==> config.mk <==
export PLATFORM = sky130hd
export DESIGN_NAME = gtc_timer
export DESIGN_NICKNAME = d
export VERILOG_FILES = /design/src/include/gtc_pkg.sv /design/src/core/gtc_prescaler.sv /design/src/core/gtc_timer.sv
export SDC_FILE = /design/constraint.sdc
export NUM_CORES = 1
export LEC_CHECK = 0
export BUFFER_PORTS_ARGS = -buffer_cell sky130_fd_sc_hd__buf_2
export CORE_MARGIN = 2
export CORE_UTILIZATION = 49
export CTS_BUF_LIST = sky130_fd_sc_hd__clkbuf_16
export DETAILED_ROUTE_END_ITERATION = 8
export PLACE_DENSITY = 0.88
export SYNTH_ARGS = -nofsm -noshare
export SYNTH_HDL_FRONTEND = slang
export SYNTH_SLANG_ARGS = --single-unit
==> constraint.sdc <==
create_clock -name clk -period 1.9 [get_ports clk]
set_input_delay 0.285 -clock clk [delete_from_list [all_inputs] [get_ports clk]]
set_output_delay 0.285 -clock clk [all_outputs]
set_load 0.05 [all_outputs]
==> src/include/gtc_pkg.sv <==
// Package of constants and a helper function for the general timer control block.
package gtc_pkg;

	// -----------------------------------------------------------------
	// Register map
	// -----------------------------------------------------------------
	localparam logic [3:0]  GTC_ADDR_CONTROL  = 4'h0;
	localparam logic [3:0]  GTC_ADDR_COUNT_LO = 4'h1;
	localparam logic [3:0]  GTC_ADDR_COUNT_HI = 4'h2;
	localparam logic [3:0]  GTC_ADDR_STATUS   = 4'h3;

	// -----------------------------------------------------------------
	// Control field positions
	// -----------------------------------------------------------------
	localparam int GTC_BIT_RUN        = 15;
	localparam int GTC_BIT_HALT_IDLE  = 13;
	localparam int GTC_BIT_GATED      = 6;
	localparam int GTC_BIT_PRESCALE_L = 4;
	localparam int GTC_BIT_PAIRED     = 3;
	localparam int GTC_BIT_CLK_SRC    = 1;

	// Writable bits of the control register; all other bits read as zero.
	localparam logic [15:0] GTC_CONTROL_MASK  = 16'hA07A;
	localparam logic [15:0] GTC_CONTROL_RESET = 16'h0000;

	// -----------------------------------------------------------------
	// Prescale dividers, one less than the ratio
	// -----------------------------------------------------------------
	localparam logic [7:0]  GTC_DIV_1   = 8'h00;
	localparam logic [7:0]  GTC_DIV_8   = 8'h07;
	localparam logic [7:0]  GTC_DIV_64  = 8'h3F;
	localparam logic [7:0]  GTC_DIV_256 = 8'hFF;

	// Terminal count of the prescaler for a 2-bit select code.
	function automatic logic [7:0] gtc_div_limit(input logic [1:0] code);
		case (code)
			2'h0:    gtc_div_limit = GTC_DIV_1;
			2'h1:    gtc_div_limit = GTC_DIV_8;
			2'h2:    gtc_div_limit = GTC_DIV_64;
			default: gtc_div_limit = GTC_DIV_256;
		endcase
	endfunction : gtc_div_limit

endpackage : gtc_pkg

==> src/core/gtc_prescaler.sv <==
// Input prescaler that turns count ticks into divided counter advances.
`timescale 1ns/1ps
module gtc_prescaler
	import gtc_pkg::*;
(
	input  wire logic       clk,      // Peripheral clock.
	input  wire logic       rst,      // Synchronous reset, active high.
	input  wire logic       clear,    // Restarts the division.
	input  wire logic       tick,     // One-cycle input tick.
	input  wire logic [1:0] select,   // Prescale select code.
	output logic            advance   // One-cycle pulse per divided tick.
);

	logic [7:0] count;
	logic [7:0] next_count;
	logic       next_advance;

	always_comb begin
		next_count   = count;
		next_advance = 1'b0;
		if (clear) begin
			next_count = 8'h00;
		end else if (tick) begin
			if (count >= gtc_div_limit(select)) begin
				next_count   = 8'h00;
				next_advance = 1'b1;
			end else begin
				next_count = count + 8'h01;
			end
		end
	end

	always_ff @(posedge clk) begin
		if (rst) begin
			count   <= 8'h00;
			advance <= 1'b0;
		end else begin
			count   <= next_count;
			advance <= next_advance;
		end
	end

endmodule : gtc_prescaler

==> src/core/gtc_timer.sv <==
// General timer with run control, gating, prescaler, clock select and 32-bit pairing.
//
// Implementation choices: the plain strobed port and the register addresses.
`timescale 1ns/1ps
// Summary of operation
// - Run bit starts or stops the 16-bit timer, or the paired 32-bit timer.
// - Gated accumulation has no effect while the external pin clock is selected.
// - Prescale codes 00,01,10,11 divide the input clock by 1, 8, 64, 256.
// - Clock select set counts external pin rising edges; clear counts internal clock.
module gtc_timer
	import gtc_pkg::*;
#(
	parameter int HALF_WIDTH = 16  // Width of one counter half and of the register bus.
)
(
	input  wire logic        clk,                 // Peripheral clock, 100 MHz.
	input  wire logic        rst,                 // Synchronous reset, active high.
	input  wire logic [3:0]  addr,                // Register address.
	input  wire logic [15:0] wdata,               // Write data.
	input  wire logic        wr,                  // Write strobe.
	input  wire logic        rd,                  // Read strobe.
	output logic      [15:0] rdata,               // Read data, valid the cycle after rd.
	input  wire logic        external_count_pin,  // External count clock pin.
	input  wire logic        gate_in,             // Gate input for gated accumulation.
	input  wire logic        idle_mode,           // Device is in idle mode.
	output logic             counting,            // Counter advances are enabled.
	output logic      [31:0] count_value          // Current counter value.
);

	// -----------------------------------------------------------------
	// Elaboration checks
	// -----------------------------------------------------------------
	// The bus, the control word and each counter half share one width.
	if (HALF_WIDTH != 16) begin : g_bad_half_width
		$error("gtc_timer serves only a half width of 16 bits");
	end

	// Every control field must sit inside the writable part of the control word.
	if (!GTC_CONTROL_MASK[GTC_BIT_RUN] || !GTC_CONTROL_MASK[GTC_BIT_HALT_IDLE]
		|| !GTC_CONTROL_MASK[GTC_BIT_GATED] || !GTC_CONTROL_MASK[GTC_BIT_PAIRED]
		|| !GTC_CONTROL_MASK[GTC_BIT_PRESCALE_L] || !GTC_CONTROL_MASK[GTC_BIT_PRESCALE_L + 1]
		|| !GTC_CONTROL_MASK[GTC_BIT_CLK_SRC]) begin : g_bad_field
		$error("gtc_timer control field lies outside the writable mask");
	end

	// The prescale field is two bits wide and must not run off the word.
	if (GTC_BIT_PRESCALE_L + 2 > HALF_WIDTH) begin : g_bad_prescale
		$error("gtc_timer prescale field runs off the control word");
	end

	// A reset value with unimplemented bits set would read back as nonzero.
	if ((GTC_CONTROL_RESET & ~GTC_CONTROL_MASK) != 16'h0000) begin : g_bad_reset
		$error("gtc_timer control reset value sets unimplemented bits");
	end

	// Each writable register needs an address of its own.
	if (GTC_ADDR_CONTROL == GTC_ADDR_COUNT_LO || GTC_ADDR_CONTROL == GTC_ADDR_COUNT_HI
		|| GTC_ADDR_COUNT_LO == GTC_ADDR_COUNT_HI) begin : g_bad_map
		$error("gtc_timer register addresses overlap");
	end

	// Prescale dividers must grow with the select code.
	if (GTC_DIV_1 >= GTC_DIV_8 || GTC_DIV_8 >= GTC_DIV_64 || GTC_DIV_64 >= GTC_DIV_256) begin : g_bad_div
		$error("gtc_timer prescale dividers are out of order");
	end

	// -----------------------------------------------------------------
	// Helper functions
	// -----------------------------------------------------------------
	// True when a strobe is raised for the given register address.
	function automatic logic reg_hit(
		input logic       strobe,
		input logic [3:0] where,
		input logic [3:0] target
	);
		reg_hit = strobe && (where == target);
	endfunction : reg_hit

	// Adds one to a counter half and returns the carry out above it.
	function automatic logic [HALF_WIDTH:0] half_step(input logic [HALF_WIDTH-1:0] value);
		half_step = {1'b0, value} + {{HALF_WIDTH{1'b0}}, 1'b1};
	endfunction : half_step

	// -----------------------------------------------------------------
	// Control register
	// -----------------------------------------------------------------
	logic [15:0] timer_control;
	logic [15:0] next_timer_control;

	logic        run_control;
	logic        halt_in_idle;
	logic        gated_accumulate_enable;
	logic [1:0]  input_prescale_select;
	logic        paired_wide_mode;
	logic        clock_source_select;

	assign run_control             = timer_control[GTC_BIT_RUN];
	assign halt_in_idle            = timer_control[GTC_BIT_HALT_IDLE];
	assign gated_accumulate_enable = timer_control[GTC_BIT_GATED];
	assign input_prescale_select   = timer_control[GTC_BIT_PRESCALE_L +: 2];
	assign paired_wide_mode        = timer_control[GTC_BIT_PAIRED];
	assign clock_source_select     = timer_control[GTC_BIT_CLK_SRC];

	always_comb begin
		next_timer_control = timer_control;
		if (reg_hit(wr, addr, GTC_ADDR_CONTROL)) begin
			next_timer_control = wdata & GTC_CONTROL_MASK;
		end
	end

	always_ff @(posedge clk) begin
		if (rst) begin
			timer_control <= GTC_CONTROL_RESET;
		end else begin
			timer_control <= next_timer_control;
		end
	end

	// -----------------------------------------------------------------
	// External pin edge detection
	// -----------------------------------------------------------------
	// Edges that arrive while counting is held off are dropped, not saved for later.
	logic pin_last;
	logic next_pin_last;
	logic pin_rise;

	always_comb begin
		next_pin_last = external_count_pin;
		pin_rise      = external_count_pin && !pin_last;
	end

	always_ff @(posedge clk) begin
		if (rst) begin
			pin_last <= 1'b0;
		end else begin
			pin_last <= next_pin_last;
		end
	end

	// -----------------------------------------------------------------
	// Tick source selection
	// -----------------------------------------------------------------
	logic tick;
	logic enable;
	logic advance;
	logic prescale_clear;

	always_comb begin
		// Idle halt and the run bit gate all counting.
		enable = run_control && !(halt_in_idle && idle_mode);
		if (clock_source_select) begin
			tick = pin_rise;
		end else if (gated_accumulate_enable) begin
			tick = gate_in;
		end else begin
			tick = 1'b1;
		end
		tick = tick && enable;
		// The prescaler restarts each time the run bit goes low.
		prescale_clear = !run_control;
	end

	gtc_prescaler u_prescaler (
		.clk     (clk),
		.rst     (rst),
		.clear   (prescale_clear),
		.tick    (tick),
		.select  (input_prescale_select),
		.advance (advance)
	);

	// -----------------------------------------------------------------
	// Run state
	// -----------------------------------------------------------------
	// Stopped: run bit clear. Active: advancing. Halted: run bit set but held in idle.
	typedef enum logic [2:0] {
		GTC_RUN_STOPPED = 3'b001,
		GTC_RUN_ACTIVE  = 3'b010,
		GTC_RUN_HALTED  = 3'b100
	} gtc_run_state_t;

	gtc_run_state_t run_state;
	gtc_run_state_t next_run_state;
	logic           next_counting;

	always_comb begin
		next_run_state = run_state;
		case (run_state)
			GTC_RUN_STOPPED: begin
				if (enable) begin
					next_run_state = GTC_RUN_ACTIVE;
				end else if (run_control) begin
					next_run_state = GTC_RUN_HALTED;
				end
			end
			GTC_RUN_ACTIVE: begin
				if (!run_control) begin
					next_run_state = GTC_RUN_STOPPED;
				end else if (!enable) begin
					next_run_state = GTC_RUN_HALTED;
				end
			end
			GTC_RUN_HALTED: begin
				if (!run_control) begin
					next_run_state = GTC_RUN_STOPPED;
				end else if (enable) begin
					next_run_state = GTC_RUN_ACTIVE;
				end
			end
			default: begin
				next_run_state = GTC_RUN_STOPPED;
			end
		endcase
		// The status output shows the state entered at this edge, one cycle after enable.
		next_counting = (next_run_state == GTC_RUN_ACTIVE);
	end

	always_ff @(posedge clk) begin
		if (rst) begin
			run_state <= GTC_RUN_STOPPED;
			counting  <= 1'b0;
		end else begin
			run_state <= next_run_state;
			counting  <= next_counting;
		end
	end

	// -----------------------------------------------------------------
	// Counter
	// -----------------------------------------------------------------
	logic [HALF_WIDTH-1:0] count_lo;
	logic [HALF_WIDTH-1:0] count_hi;
	logic [HALF_WIDTH-1:0] next_count_lo;
	logic [HALF_WIDTH-1:0] next_count_hi;
	logic [HALF_WIDTH:0]   step_lo;
	logic [HALF_WIDTH:0]   step_hi;
	logic                  count_step;
	logic                  count_write;

	// Low half: a software write to either half wins over an advance in that cycle.
	always_comb begin
		step_lo       = half_step(count_lo);
		count_step    = advance && enable;
		count_write   = reg_hit(wr, addr, GTC_ADDR_COUNT_LO) || reg_hit(wr, addr, GTC_ADDR_COUNT_HI);
		next_count_lo = count_lo;
		if (reg_hit(wr, addr, GTC_ADDR_COUNT_LO)) begin
			next_count_lo = wdata;
		end else if (count_step && !count_write) begin
			next_count_lo = step_lo[HALF_WIDTH-1:0];
		end
	end

	always_ff @(posedge clk) begin
		if (rst) begin
			count_lo <= {HALF_WIDTH{1'b0}};
		end else begin
			count_lo <= next_count_lo;
		end
	end

	// High half: follows the carry of the low half only while the halves are paired.
	always_comb begin
		step_hi       = half_step(count_hi);
		next_count_hi = count_hi;
		if (reg_hit(wr, addr, GTC_ADDR_COUNT_HI)) begin
			next_count_hi = wdata;
		end else if (!count_write && count_step && paired_wide_mode && step_lo[HALF_WIDTH]) begin
			next_count_hi = step_hi[HALF_WIDTH-1:0];
		end
	end

	always_ff @(posedge clk) begin
		if (rst) begin
			count_hi <= {HALF_WIDTH{1'b0}};
		end else begin
			count_hi <= next_count_hi;
		end
	end

	// Both halves are registers, so the counter output comes straight from flip-flops.
	assign count_value = {count_hi, count_lo};

	// -----------------------------------------------------------------
	// Read port
	// -----------------------------------------------------------------
	logic [15:0] next_rdata;

	always_comb begin
		next_rdata = 16'h0000;
		// Cycles without a read answer return zero on the read data.
		if (rd) begin
			case (addr)
				GTC_ADDR_CONTROL:  next_rdata = timer_control;
				GTC_ADDR_COUNT_LO: next_rdata = count_value[15:0];
				GTC_ADDR_COUNT_HI: next_rdata = count_value[31:16];
				GTC_ADDR_STATUS:   next_rdata = {15'h0000, counting};
				default:           next_rdata = 16'h0000;
			endcase
		end
	end

	always_ff @(posedge clk) begin
		if (rst) begin
			rdata <= 16'h0000;
		end else begin
			rdata <= next_rdata;
		end
	end

endmodule : gtc_timer

==> results by group <==
Synth
  – Syn Area/Cell: 8.470 um^2
  – Most numerous cell in the Yosys netlist: dfxtp_1
  – Post-synthesis register bit count: 69
  – Post-synth EDFFs: 0
  – Seq/Total Area, Yosys: 40.47%
  – Post-synthesis cell type count: 55
  – Synth top area share: 40.47%
  – Commonest cells in the netlist: dfxtp_1 (69), nor2_1 (57), nand2_1 (31), a21oi_1 (21), nand3_1 (17)
  – Top FF cell, synth: dfxtp_1
  – Mapped Cells: 403
  – Area contributors post-synth: dfxtp_1 (40%), nor2_1 (6.3%), mux2i_1 (4.7%)
  – Async SR Flop Fraction: 0%
  – Leading area contributor after synthesis: dfxtp_1
  – Net Count, Synth: 436
  – YS warnings: 0
  – Syn Std Cell Area: 3413 um^2

STA
  – Crit share post-route: 105.4%
  – RSZ-0062 raised after global routing: true
  – # setup viols final: 6
  – Fmax: 0.4996 GHz
  – Final hold vios: 0
  – Min cycle time layout: 2.002 ns
  – Actual slew at the worst max-slew pin: 0.9358 ns
  – Worst-case clock skew: 0.004938 ns
  – Fin worst setup slack: -0.1018 ns
  – Max-slew headroom at the worst pin: 37.13%
  – Max Slew Vio Count: 0

Route
  – Final WL: 11430 um
  – Routed WL per cell: 18.55 um
  – Post-route ant nets: 0
  – DR vias: 3845
  – DR pass1 iterations: 5
  – Via/cell ratio: 6.242
  – Initial drt markers: 324
  – Drt drc: 0

Power and ir drop
  – Max VDD drop: 0.5630 mV
  – Static leakage: 1.980 nW
  – Sequential power share: 44.1%
  – Internal power: 2.484 mW
  – Clock power frac: 48.7%
  – Sw Ratio: 24.82%
  – PwrDens: 704.9 nW/um^2
  – Sw Pwr: 820.2 uW
  – Comb power frac: 7.2%

Global routing
  – Met1 usage: 37.13%
  – Grt peak-use layer: met2
  – First-pass GRT wire length: 17720 um
  – Initial antenna violation count: 0
  – Grt ovf: 0
  – M2 GR Usage: 49.79%
  – Largest net degree at the start of global routing: 32
  – GRT Util Overall: 30.39%
  – Vias in the first global route: 3668
  – Met3 Track Usage GR: 6.066%

CTS
  – Skew-Pair Late Insertion Delay: 0.34 ns
  – H-tree levels: 3
  – Clock Sinks: 69
  – CTS root buf: clkbuf_16
  – Setup bufs post-CTS: 0
  – CTS tree: done
  – Max clock buf depth: 2
  – Clock buffer count from CTS: 9
  – CTS clk-pin slew, worst paths: 0.06 ns

Run status
  – Failing checks: setup timing
  – Status: complete, but fails checks

Layout
  – Layout Nets: 564
  – Finished Layout Cells: 616
  – Antenna cells: 0
  – Syn-to-layout area delta: 37.32%
  – Final instance area: 4687 um^2
  – Share of cells above drive strength 1: 36.75%

Hold path
  – WHS Path Cells: 2
  – Worst hold path class: primary input to flop

Worst setup path
  – Worst Setup Start Kind: flop
  – Worst-path maximum fanout: 7
  – Critical Path Sink Type: flop
  – Crit path arrival time: 2.27 ns
  – WS Path Type: flop to flop
  – R2R cell count: 5
  – CP Data Required Time: 2.17 ns

Floorplanning
  – Total die area: 7649 um^2
  – Total core area: 6756 um^2
  – # IOs: 76
  – # rows: 30
  – Die width: 87.46 um
  – Die H: 87.46 um
  – Initial Util: 50.52%

Placed design
  – Placed cell areas: 4349 um^2
  – IO Port Bufs: 75
  – DP Cell Count: 600
  – Gp weighted congestion: 0.9881
  – DPL Wire Length: 8282 um

Job
  – MaxCap Viol Count: 0
## critical path, stage by stage (launching register included)
cell	delay, ns
dfxtp_4	0.36
nand4_4	0.12
nor4_4	0.34
or4b_4	0.54
or4_1	0.41
a31oi_1	0.16
## power by group through the flow
stage | Clock [mW] | Combinational (mW) | Sequential, mW
2_1_floorplan | 0 | 0.0785 | 1.53
5_1_grt | 1.67 | 0.249 | 1.46
4_1_cts | 1.62 | 0.230 | 1.46
3_3_place_gp | 0 | 0.223 | 1.49
6_report | 1.61 | 0.237 | 1.46
3_5_place_dp | 0 | 0.228 | 1.49
## placed cells by master (no fill, tap or decap), types with 10 or more instances in the layout
cell type  count
buf_2         75
buf_4         63
nor2_1        57
dfxtp_1       45
nand2_1       29
a21oi_1       21
nand3_1       17
mux2i_1       16
a31oi_1       14
dfxtp_4       14
nor3_1        13
nand4_1       13
a22oi_1       12
or3_1         12
xor2_1        11
o21ai_0       10
clkbuf_16     10
dfxtp_2       10
## logic make-up (layout without fill, tap and decap cells)
logic type / Yosys count / in the layout / share of synthesized area [%]
adders and majority gates: 6 / 6 / 2.199
xor gates and xnor gates: 14 / 14 / 3.592
AOI/OAI and AO/OA: 93 / 93 / 18.77
muxes: 17 / 17 / 5.022
buffers and inverters: 28 / 161 / 3.592
DFF: 69 / 69 / 40.47
and+or+nand+nor: 176 / 176 / 26.36
## metrics by stage
| step | power (mW) | utilization, % | setup TNS, ns | worst slack [ns] | hold WS, ns |
|---|---|---|---|---|---|
| 3_3_place_gp | 1.711 | 64.37 | -1.646 | -0.1424 | 0.5124 |
| 2_1_floorplan | 1.607 | - | -0.4972 | -0.1971 | 0.3782 |
| 3_5_place_dp | 1.717 | 64.37 | -3.437 | -0.2612 | 0.5223 |
| 6_report | 3.304 | 69.37 | -0.3399 | -0.1018 | 0.1812 |
| 4_1_cts | 3.303 | 68.91 | -0.2629 | -0.09622 | 0.1804 |
| 5_1_grt | 3.381 | 69.37 | -0.8706 | -0.2083 | 0.1939 |
## flip-flops by register name, summed over array words and instances, names as in the netlist
name	flops
run_state	3
count_hi	16
u_prescaler.count	8
timer_control	7
count_lo	16
pin_last	1
u_prescaler.advance	1
rdata	16
counting	1
## path summary, 6_finish.rpt
path / startpoint / endpoint / slack (ns)
worst min-delay path: external_count_pin / pin_last$_SDFF_PP0_ / 0.18
worst max register to register: count_lo[4]$_SDFFE_PP0P_ / count_hi[15]$_SDFFE_PP0P_ / -0.10
worst min register to register: timer_control[13]$_SDFFE_PP0P_ / run_state[1]$_SDFF_PP0_ / 0.56
worst max-delay path: count_lo[4]$_SDFFE_PP0P_ / count_hi[15]$_SDFFE_PP0P_ / -0.10
## area by class of cell
type | instances | area (um^2)
clock buffers | 10 | 250.2
clock inverters | 6 | 35.03
fillers | 464 | 2069
inverters | 7 | 26.28
multi-input cells | 306 | 1981
flip-flops and latches | 69 | 1446
well taps | 80 | 100.1
repair buffers | 138 | 848.3
## per-layer routing
metal / vias to the layer above / part of all wire [%]
li1: 1752 / -
met2: 234 / 49
met1: 1807 / 39
met4: 0 / 4.2
met3: 52 / 7.8
met5: - / 0
## timing repair
item | 4_1_cts | 5_1_grt
gates cloned | 0 | 0
pin swaps | 2 | 4
hold buffers | 0 | 0
gates resized for setup | 3 | 9
setup endpoints to repair | 9 | 22
(Power assumes the default switching activity.)
